$ cat src/pkg/dual_timer_defines.vh
/*
 * Register map, field positions and reset values of the dual 8-bit
 * compare timer. Assumes an 8-bit peripheral bus with 16-bit byte addresses.
 */
`ifndef DUAL_TIMER_DEFINES_VH
`define DUAL_TIMER_DEFINES_VH

// Register byte addresses
`define ADDR_TIMER_CONTROL        16'hffb6
`define ADDR_TIMER_STATUS_CONTROL 16'hffb7
`define ADDR_COUNTER_UPPER_BYTE   16'hffb8
`define ADDR_COUNTER_LOWER_BYTE   16'hffb9
`define ADDR_COMPARE_UPPER_BYTE   16'hffba
`define ADDR_COMPARE_LOWER_BYTE   16'hffbb
`define ADDR_MODULE_CLOCK_STOP    16'hfffa

// Reset values
`define RST_TIMER_CONTROL         8'h00
`define RST_TIMER_STATUS_CONTROL  8'h00
`define RST_COUNTER               8'h00
`define RST_COMPARE               8'hff
`define RST_MODULE_CLOCK_STOP     8'hff
`define READ_UNMAPPED             8'hff

// timer_control fields
`define CTRL_TOGGLE_LEVEL_HIGH    7
`define CTRL_HIGH_SEL_MSB         6
`define CTRL_HIGH_SEL_LSB         4
`define CTRL_TOGGLE_LEVEL_LOW     3
`define CTRL_LOW_SEL_MSB          2
`define CTRL_LOW_SEL_LSB          0

// timer_status_control fields
`define ST_OVERFLOW_FLAG_HIGH     7
`define ST_COMPARE_FLAG_HIGH      6
`define ST_OVERFLOW_IRQ_EN_HIGH   5
`define ST_COUNTER_CLEAR_HIGH     4
`define ST_OVERFLOW_FLAG_LOW      3
`define ST_COMPARE_FLAG_LOW       2
`define ST_OVERFLOW_IRQ_EN_LOW    1
`define ST_COUNTER_CLEAR_LOW      0
`define ST_FLAG_MASK              8'hcc

// module_clock_stop: this timer runs while the bit is 1
`define STOP_TIMER_RUN_BIT        2

// Clock select codes (msb set selects an internal tick)
`define SEL_DIV32                 3'h4
`define SEL_DIV16                 3'h5
`define SEL_DIV4                  3'h6
`define SEL_SUB_DIV4              3'h7

`endif

$ cat src/dual_8bit_compare_timer.v
/*
 * 16-bit compare timer that splits into two 8-bit timers, with its
 * CPU-side byte registers. Assumes prescaler strobes one sys_clk cycle wide
 * and an interrupt controller that latches the pending-set pulses.
 */
// What this block does
// Two cascaded 8-bit counters form one 16-bit counter, or run apart.
// Reset loads both counter halves with zero.
// High select msb 0 gives 16-bit mode clocked by low select.
// 16-bit wrap sets high overflow flag, and pending if enabled.
// High select msb 1 gives two 8-bit counters, each own select.
// In 8-bit mode each half wrap sets its flag and pending if enabled.
// Match clears counter only with its clear bit; 16-bit uses high bit.
// Reset loads both compare bytes with 0xff.
// 16-bit compare equality sets high compare flag and high pending.
// 8-bit mode compares each half, sets its flag and pending.
// Match toggles high output; low output toggles on low matches.
// Control level bits drive the toggle pins at once; reset low.
// Control register is write-only, resets to zero, fixed layout.
// High select 0xx is 16-bit; 100..111 pick div32, div16, div4, sub.
// Low select 0xx counts event pin edges; 100..111 internal ticks.
// Event pin feeds only the low half; edge chosen externally.
// Software expects a spurious count when pin function turns on low.
// Status flags accept only zero writes; other status bits are read/write.
// Status register resets to zero with the fixed bit layout.
// A flag clears only by a zero write after reading it as one.
// 16-bit accesses go through a holding byte, upper byte first.
// Each clock source is a one-cycle strobe; in 16-bit mode low overflow clocks high.
`timescale 1ns/1ps
`default_nettype none
`include "dual_timer_defines.vh"

module dual_8bit_compare_timer #(
    parameter DW = 8
) (
    input  wire          sys_clk,
    input  wire          rst,
    input  wire [15:0]   bus_addr,
    input  wire [DW-1:0] bus_wdata,
    input  wire          bus_wr,
    input  wire          bus_rd,
    output reg  [DW-1:0] bus_rdata,
    input  wire          tick_div32,
    input  wire          tick_div16,
    input  wire          tick_div4,
    input  wire          sub_clk_div4,
    input  wire          event_input,
    input  wire          event_edge_select,
    input  wire          event_pin_function_bit,
    output reg           toggle_out_high,
    output reg           toggle_out_low,
    output reg           irq_pending_high,
    output reg           irq_pending_low
);

    ////////////////////////////////////////////////////////////////////////
    // Clock select decode shared by both halves
    function pick_tick;
        input [2:0] sel;
        input       alt;
        input       t32;
        input       t16;
        input       t4;
        input       tw4;
        begin
            case (sel)
                `SEL_DIV32:    pick_tick = t32;
                `SEL_DIV16:    pick_tick = t16;
                `SEL_DIV4:     pick_tick = t4;
                `SEL_SUB_DIV4: pick_tick = tw4;
                default:       pick_tick = alt;
            endcase
        end
    endfunction

    // Register state
    reg  [DW-1:0] timer_control_r;
    reg  [DW-1:0] status_r;
    reg  [DW-1:0] status_nxt;
    reg  [DW-1:0] armed_r;
    reg  [DW-1:0] armed_nxt;
    reg  [DW-1:0] counter_high_r;
    reg  [DW-1:0] counter_low_r;
    reg  [DW-1:0] counter_high_nxt;
    reg  [DW-1:0] counter_low_nxt;
    reg  [DW-1:0] compare_high_r;
    reg  [DW-1:0] compare_low_r;
    reg  [DW-1:0] clock_stop_r;
    reg  [DW-1:0] hold_r;
    reg           match_high_prev_r;
    reg           match_low_prev_r;

    wire          event_tick;
    wire          sub_tick;
    wire          pin_level;
    wire [2:0]    high_sel;
    wire [2:0]    low_sel;
    wire          mode8;
    wire          running;

    ////////////////////////////////////////////////////////////////////////
    // Bus decode
    wire wr_ctrl  = bus_wr & (bus_addr == `ADDR_TIMER_CONTROL);
    wire wr_stat  = bus_wr & (bus_addr == `ADDR_TIMER_STATUS_CONTROL);
    wire wr_cnt_h = bus_wr & (bus_addr == `ADDR_COUNTER_UPPER_BYTE);
    wire wr_cnt_l = bus_wr & (bus_addr == `ADDR_COUNTER_LOWER_BYTE);
    wire wr_cmp_h = bus_wr & (bus_addr == `ADDR_COMPARE_UPPER_BYTE);
    wire wr_cmp_l = bus_wr & (bus_addr == `ADDR_COMPARE_LOWER_BYTE);
    wire wr_stop  = bus_wr & (bus_addr == `ADDR_MODULE_CLOCK_STOP);
    wire rd_stat  = bus_rd & (bus_addr == `ADDR_TIMER_STATUS_CONTROL);
    wire rd_cnt_h = bus_rd & (bus_addr == `ADDR_COUNTER_UPPER_BYTE);

    ////////////////////////////////////////////////////////////////////////
    // Mode and clock source selection
    assign high_sel = timer_control_r[`CTRL_HIGH_SEL_MSB:`CTRL_HIGH_SEL_LSB];
    assign low_sel  = timer_control_r[`CTRL_LOW_SEL_MSB:`CTRL_LOW_SEL_LSB];
    assign mode8    = timer_control_r[`CTRL_HIGH_SEL_MSB];
    assign running  = clock_stop_r[`STOP_TIMER_RUN_BIT];

    // Pin reads high while its function is off, so enabling it low counts when falling edges are selected
    assign pin_level = event_pin_function_bit ? event_input : 1'b1;

    timer_tick_source u_tick_source (
        .sys_clk      (sys_clk),
        .rst          (rst),
        .pin_level    (pin_level),
        .edge_rising  (event_edge_select),
        .sub_clk_div4 (sub_clk_div4),
        .event_tick   (event_tick),
        .sub_tick     (sub_tick)
    );

    // Count strobes of each half
    wire low_tick = running & pick_tick(low_sel, event_tick, tick_div32,
                                        tick_div16, tick_div4, sub_tick);
    wire low_wrap = low_tick & (counter_low_r == 8'hff);
    wire high_tick = mode8
        ? running & pick_tick(high_sel, 1'b0, tick_div32,
                              tick_div16, tick_div4, sub_tick)
        : low_wrap;
    wire high_wrap = high_tick & (counter_high_r == 8'hff);

    ////////////////////////////////////////////////////////////////////////
    // Compare matches, each counted once on the cycle equality begins
    wire match16 = ({counter_high_r, counter_low_r} ==
                    {compare_high_r, compare_low_r});
    wire match_high_now = mode8 ? (counter_high_r == compare_high_r) : match16;
    wire match_low_now  = mode8 & (counter_low_r == compare_low_r);
    wire match_high = match_high_now & ~match_high_prev_r;
    wire match_low  = match_low_now & ~match_low_prev_r;

    wire clr_high = status_r[`ST_COUNTER_CLEAR_HIGH];
    wire clr_low  = status_r[`ST_COUNTER_CLEAR_LOW];
    wire ovf_high_set = high_wrap;
    wire ovf_low_set  = mode8 & low_wrap;

    always @(posedge sys_clk) begin
        if (rst) begin
            match_high_prev_r <= 1'b0;
            match_low_prev_r  <= 1'b0;
        end else begin
            match_high_prev_r <= match_high_now;
            match_low_prev_r  <= match_low_now;
        end
    end

    ////////////////////////////////////////////////////////////////////////
    // Counter next value: CPU write, then match clear, then count
    always @* begin
        counter_low_nxt  = counter_low_r + {{(DW-1){1'b0}}, low_tick};
        counter_high_nxt = counter_high_r + {{(DW-1){1'b0}}, high_tick};
        if (mode8) begin
            if (match_low & clr_low)
                counter_low_nxt = `RST_COUNTER;
            if (match_high & clr_high)
                counter_high_nxt = `RST_COUNTER;
        end else if (match_high & clr_high) begin
            counter_low_nxt  = `RST_COUNTER;
            counter_high_nxt = `RST_COUNTER;
        end
        if (mode8) begin
            if (wr_cnt_h)
                counter_high_nxt = bus_wdata;
            if (wr_cnt_l)
                counter_low_nxt = bus_wdata;
        end else if (wr_cnt_l) begin
            counter_high_nxt = hold_r;
            counter_low_nxt  = bus_wdata;
        end
    end

    always @(posedge sys_clk) begin
        if (rst) begin
            counter_high_r <= `RST_COUNTER;
            counter_low_r  <= `RST_COUNTER;
        end else begin
            counter_high_r <= counter_high_nxt;
            counter_low_r  <= counter_low_nxt;
        end
    end

    ////////////////////////////////////////////////////////////////////////
    // Compare registers, holding byte and control registers
    always @(posedge sys_clk) begin
        if (rst) begin
            compare_high_r  <= `RST_COMPARE;
            compare_low_r   <= `RST_COMPARE;
            hold_r          <= 8'h00;
            timer_control_r <= `RST_TIMER_CONTROL;
            clock_stop_r    <= `RST_MODULE_CLOCK_STOP;
        end else begin
            if (wr_cmp_h & mode8)
                compare_high_r <= bus_wdata;
            if (wr_cmp_l & mode8)
                compare_low_r <= bus_wdata;
            if (wr_cmp_l & ~mode8) begin
                compare_high_r <= hold_r;
                compare_low_r  <= bus_wdata;
            end
            // Upper-byte write parks data; upper counter read latches low
            if (~mode8 & (wr_cnt_h | wr_cmp_h))
                hold_r <= bus_wdata;
            else if (~mode8 & rd_cnt_h)
                hold_r <= counter_low_r;
            if (wr_ctrl)
                timer_control_r <= bus_wdata;
            if (wr_stop)
                clock_stop_r <= bus_wdata;
        end
    end

    ////////////////////////////////////////////////////////////////////////
    // Status flags: hardware set wins over a software clear
    wire [DW-1:0] flag_set = {ovf_high_set, match_high, 2'b00,
                              ovf_low_set, match_low, 2'b00};
    wire [DW-1:0] flag_clr = (wr_stat ? ~bus_wdata : 8'h00) & armed_r
                             & `ST_FLAG_MASK;

    always @* begin
        status_nxt = (status_r & ~flag_clr & `ST_FLAG_MASK) | flag_set;
        if (wr_stat)
            status_nxt = status_nxt | (bus_wdata & ~`ST_FLAG_MASK);
        else
            status_nxt = status_nxt | (status_r & ~`ST_FLAG_MASK);
        armed_nxt = armed_r & ~flag_clr;
        if (rd_stat)
            armed_nxt = armed_nxt | (status_r & `ST_FLAG_MASK);
    end

    always @(posedge sys_clk) begin
        if (rst) begin
            status_r <= `RST_TIMER_STATUS_CONTROL;
            armed_r  <= 8'h00;
        end else begin
            status_r <= status_nxt;
            armed_r  <= armed_nxt;
        end
    end

    ////////////////////////////////////////////////////////////////////////
    // Interrupt pending set pulses to the interrupt controller
    always @(posedge sys_clk) begin
        if (rst) begin
            irq_pending_high <= 1'b0;
            irq_pending_low  <= 1'b0;
        end else begin
            irq_pending_high <= match_high
                | (ovf_high_set & status_r[`ST_OVERFLOW_IRQ_EN_HIGH]);
            irq_pending_low  <= match_low
                | (ovf_low_set & status_r[`ST_OVERFLOW_IRQ_EN_LOW]);
        end
    end

    ////////////////////////////////////////////////////////////////////////
    // Toggle outputs: level write takes priority over a match
    always @(posedge sys_clk) begin
        if (rst) begin
            toggle_out_high <= 1'b0;
            toggle_out_low  <= 1'b0;
        end else begin
            if (wr_ctrl)
                toggle_out_high <= bus_wdata[`CTRL_TOGGLE_LEVEL_HIGH];
            else if (match_high)
                toggle_out_high <= ~toggle_out_high;
            if (wr_ctrl)
                toggle_out_low <= bus_wdata[`CTRL_TOGGLE_LEVEL_LOW];
            else if (match_low)
                toggle_out_low <= ~toggle_out_low;
        end
    end

    ////////////////////////////////////////////////////////////////////////
    // Read data, registered; control register reads as unmapped
    always @(posedge sys_clk) begin
        if (rst) begin
            bus_rdata <= 8'h00;
        end else if (bus_rd) begin
            case (bus_addr)
                `ADDR_TIMER_STATUS_CONTROL: bus_rdata <= status_r;
                `ADDR_COUNTER_UPPER_BYTE:   bus_rdata <= counter_high_r;
                `ADDR_COUNTER_LOWER_BYTE:   bus_rdata <= mode8 ? counter_low_r
                                                               : hold_r;
                `ADDR_COMPARE_UPPER_BYTE:   bus_rdata <= compare_high_r;
                `ADDR_COMPARE_LOWER_BYTE:   bus_rdata <= compare_low_r;
                `ADDR_MODULE_CLOCK_STOP:    bus_rdata <= clock_stop_r;
                default:                    bus_rdata <= `READ_UNMAPPED;
            endcase
        end
    end

endmodule // dual_8bit_compare_timer

`default_nettype wire

$ cat src/timer_tick_source.v
/*
 * Turns the event pin and the sub-clock into one-cycle count strobes.
 * Assumes both inputs may be asynchronous to sys_clk; two flops each.
 */
`timescale 1ns/1ps
`default_nettype none

module timer_tick_source (
    input  wire       sys_clk,
    input  wire       rst,
    input  wire       pin_level,
    input  wire       edge_rising,
    input  wire       sub_clk_div4,
    output reg        event_tick,
    output reg        sub_tick
);

    reg  [1:0] pin_sync_r;
    reg        pin_prev_r;
    reg  [1:0] sub_sync_r;
    reg        sub_prev_r;

    ////////////////////////////////////////////////////////////////////////
    // Synchronisers; first stage feeds only the second
    always @(posedge sys_clk) begin
        if (rst) begin
            pin_sync_r <= 2'h3;
            pin_prev_r <= 1'b1;
            sub_sync_r <= 2'h0;
            sub_prev_r <= 1'b0;
        end else begin
            pin_sync_r <= {pin_sync_r[0], pin_level};
            pin_prev_r <= pin_sync_r[1];
            sub_sync_r <= {sub_sync_r[0], sub_clk_div4};
            sub_prev_r <= sub_sync_r[1];
        end
    end

    ////////////////////////////////////////////////////////////////////////
    // Edge strobes, one sys_clk cycle each
    always @(posedge sys_clk) begin
        if (rst) begin
            event_tick <= 1'b0;
            sub_tick   <= 1'b0;
        end else begin
            event_tick <= edge_rising ? (pin_sync_r[1] & ~pin_prev_r)
                                      : (~pin_sync_r[1] & pin_prev_r);
            sub_tick   <= sub_sync_r[1] & ~sub_prev_r;
        end
    end

endmodule // timer_tick_source

`default_nettype wire

$ cat config.mk
export PLATFORM = sky130hd
export DESIGN_NAME = dual_8bit_compare_timer
export DESIGN_NICKNAME = d
export VERILOG_FILES = /design/src/dual_8bit_compare_timer.v /design/src/timer_tick_source.v
export VERILOG_INCLUDE_DIRS = /design/src /design/src/pkg
export SDC_FILE = /design/constraint.sdc
export NUM_CORES = 1
export LEC_CHECK = 0
export BUFFER_PORTS_ARGS = -buffer_cell sky130_fd_sc_hd__buf_2
export CAP_MARGIN = 15
export CORE_MARGIN = 2
export CORE_UTILIZATION = 35
export CTS_CLUSTER_DIAMETER = 150
export DETAILED_ROUTE_END_ITERATION = 7
export GPL_ROUTABILITY_DRIVEN = 0
export PLACE_DENSITY_LB_ADDON = 0.3
export SYNTH_ARGS = -nofsm -noshare
export SYNTH_HDL_FRONTEND = slang
export SYNTH_HIERARCHICAL = 1
export SYNTH_SLANG_ARGS = --single-unit
$ cat constraint.sdc
create_clock -name sys_clk -period 5 [get_ports sys_clk]
set_input_delay 1 -clock sys_clk [delete_from_list [all_inputs] [get_ports sys_clk]]
set_output_delay 1 -clock sys_clk [all_outputs]
set_load 0.02 [all_outputs]
==> results_dict.tcl <==
set metrics [dict create \
    syn_nets 567 \
    synth_xor_area_share_pct 5.79 \
    async_flop_share_pct 0 \
    highest_layer "met4" \
    rows 41 \
    syn_avg_cell_area_um2 8.59 \
    coreArea_um2 12600 \
    critPathLaunchType "input port" \
    postRouteAntennaNets 0 \
    vias 4316 \
    drv_slew 0 \
    finalPower_w 0.00153 \
    io_buffers 46 \
    synth_cell_type_count 58 \
    fillerInstances 1304 \
    post_cts_buffers 0 \
    clk_path_buf_depth 2 \
    wl_per_cell_um 19.9 \
    die_w_um 118 \
    synth-seq-cells 88 \
    met1Wirelength_mm 6.17 \
    p_leak_nw 1.84 \
    path_max_fanout 27 \
    fin_cells 736 \
    holdBufCountCts 0 \
    tightest_slew_ns 0.911 \
    grt_use_total_pct 21.2 \
    status "complete, no violations" \
    arrival_ns 3.14 \
    grt_pass1_vias 4079 \
    drc 0 \
    syn_inst 528 \
    antenna_found_initial 0 \
    n_antenna_cell 0 \
    worstSetupPathType "in -> reg" \
    synthAdderAreaFrac_pct 1.10 \
    synth-seq-area-share_pct 38.8 \
    muxShareOfSynthArea_pct 6.70 \
    gr-total-overflow 0 \
    routed_wl_mm 14.7 \
    cts_resized 0 \
    worst_setup_path_end_kind "flop" \
    wl_met3_mm 1.28 \
    syn_to_final_growth_pct 15.1 \
    ir_worst_vdd_v 0.000140 \
    maxCapViolCount 0 \
    setup_violations 0 \
    syn-cell-area_um2 4540 \
    clk-insertion-delay-late_ns 0.35 \
    wl_met2_mm 6.73 \
    numCtsBuffers 9 \
    grt_first_pass_wirelength_mm 22.7 \
    hold_viol 0 \
    fin_crit_sh_pct 57.3 \
    drt_iter0_drc 411 \
    avgViaCountPerCell 5.86 \
    power_density_nw_per_um2 292 \
    nets 598 \
    cts.root.buffer_cell "clkbuf_16" \
    synth_edf_count 0 \
    die_h_um 118 \
    die_area_um2 13900 \
    clk_pin_slew_ns 0.06 \
    place_hpwl_mm 10.5 \
    fin_skew_ns 0.00481 \
    cts_sinks 88 \
    worst_ep_required_time_ns 5.28 \
    hold_class "reg -> reg" \
    cts_tree "built" \
    dpl.cell_count 720 \
    layout-drive-gt1-share_pct 14.5 \
    clock.fmax_mhz 349 \
    drt_pre_antenna_iters 5 \
    synth_top_family_by_area "simple AND/OR/NAND/NOR gates" \
    finalSetupTns_ns 0 \
    synthSimpleGateAreaFrac_pct 22.4 \
    grt_max_degree 39 \
    num_io_pins 47 \
    initial_core_util_pct 36.0 \
    yosysWarnings 6 \
    slew_headroom_pct 38.8 \
    htreeDepth 3 \
    fin_crit_ns 2.86 \
    synth_compound_area_share_pct 21.2 \
    rsz0062_at_grt "false" \
    synth-main-ff-cell "dfxtp_1" \
]
## critical path, stage by stage
cell	delay, ns
buf_2	0.26
nor2b_1	0.44
and3_1	0.67
and2_0	0.50
o21ai_0	0.18
nand2_1	0.09
## routing by layer
metal / up-vias / track usage [%]
met5: - / 0
met4: 0 / 7.83
met3: 34 / 4.31
met2: 219 / 34.0
met1: 2062 / 28.0
li1: 2001 / -
## synth_stat cells, drive strengths merged (3+ instances only)
cell type	number	area, um2
and4	8	70.1
or3b	3	26.3
nand3	24	120
dfxtp	88	1760
and3	10	62.6
a21oi	30	154
clkbuf	25	93.8
xor2	26	228
o22ai	9	56.3
nor2b	9	56.3
a22o	8	70.1
mux2i	27	270
nor3	5	52.6
nand4	18	113
buf	7	30.0
o31ai	10	75.1
nand2b	4	25.0
a31oi	9	56.3
a22oi	14	105
and2	4	25.0
o211ai	9	67.6
nand2	46	173
a211oi	6	45.0
a221o	4	40.0
nand3b	3	22.5
or3	3	28.8
nor2	32	123
o21ai	30	150
inv	15	56.3
nor4	5	37.5
or2	5	31.3
xnor2	4	35.0
ha	4	50.1
a21o	9	67.6
## layout by cell type (no fill, tap or decap), types with 10 or more instances in the layout
cell type,instances
nand2_1,46
a22oi_1,14
nor2_1,31
nand4_1,18
a21oi_1,29
nand3_1,24
mux2i_1,27
buf_2,46
and3_1,10
xor2_1,26
dfxtp_1,88
o31ai_1,10
o21ai_0,30
inv_1,15
## state kept, by name (all words and copies together), names as in the netlist
register and count:
u_tick_source/sub_sync_r 2, counter_high_r 8, u_tick_source/sub_prev_r 1, hold_r 8, clock_stop_r 8, u_tick_source/sub_tick 1, toggle_out_high 1, armed_r 4
compare_low_r 8, bus_rdata 8, irq_pending_low 1, irq_pending_high 1, compare_high_r 8, counter_low_r 8, match_high_prev_r 1, match_low_prev_r 1
status_r 8, u_tick_source/event_tick 1, timer_control_r 6, u_tick_source/pin_prev_r 1, u_tick_source/pin_sync_r 2, toggle_out_low 1
## power by group
part | leakage, nW | switching [W] | total (W) | internal [W]
Sequential | 0.713 | 0.00000308 | 0.000711 | 0.000708
Combinational | 0.968 | 0.0000631 | 0.0000918 | 0.0000287
Clock | 0.156 | 0.000284 | 0.000723 | 0.000438
Total | 1.84 | 0.000351 | 0.00153 | 0.00117
## cell type report
class	instances	area (um2)	area share (%)
clock inverters	7	95.1	1.82
repair buffers	52	275	5.27
well taps	172	215	4.12
clock buffers	9	225	4.31
flip-flops and latches	88	1760	33.7
inverters	15	56.3	1.08
multi-input cells	393	2590	49.7
## metrics by stage
| step | utilization, % | cell area [um2] | hold slack, ns | setup slack, ns |
|---|---|---|---|---|
| 2_1_floorplan | - | 4540 | 0.367 | 2.08 |
| 3_3_place_gp | 38.9 | 4900 | 0.371 | 1.82 |
| 3_5_place_dp | 38.9 | 4900 | 0.381 | 1.80 |
| 4_1_cts | 41.4 | 5220 | 0.390 | 2.16 |
| 5_1_grt | 41.4 | 5220 | 0.394 | 2.01 |
| 6_report | 41.4 | 5220 | 0.386 | 2.14 |
## final timing paths
| check | startpoint | endpoint | slack, ns | cells after the start |
|---|---|---|---|---|
| setup / recovery | bus_addr[0] | clock_stop_r[2] | 2.14 | 6 |
| hold reg to reg | u_tick_source/sub_prev_r | u_tick_source/sub_tick | 0.39 | 1 |
| setup reg to reg | counter_low_r[3] | counter_high_r[4] | 2.29 | 11 |
| hold / removal | u_tick_source/sub_prev_r | u_tick_source/sub_tick | 0.39 | 1 |
## cell families (layout without fill, tap and decap cells)
kind of cell,count (synthesis),count (layout)
simple gates,184,184
xor+xnor,30,30
mux,29,29
compound gates,146,146
buf+inv,47,83
flops,88,88
fa+ha+maj,4,4
Power figures use the tool's default switching activity.
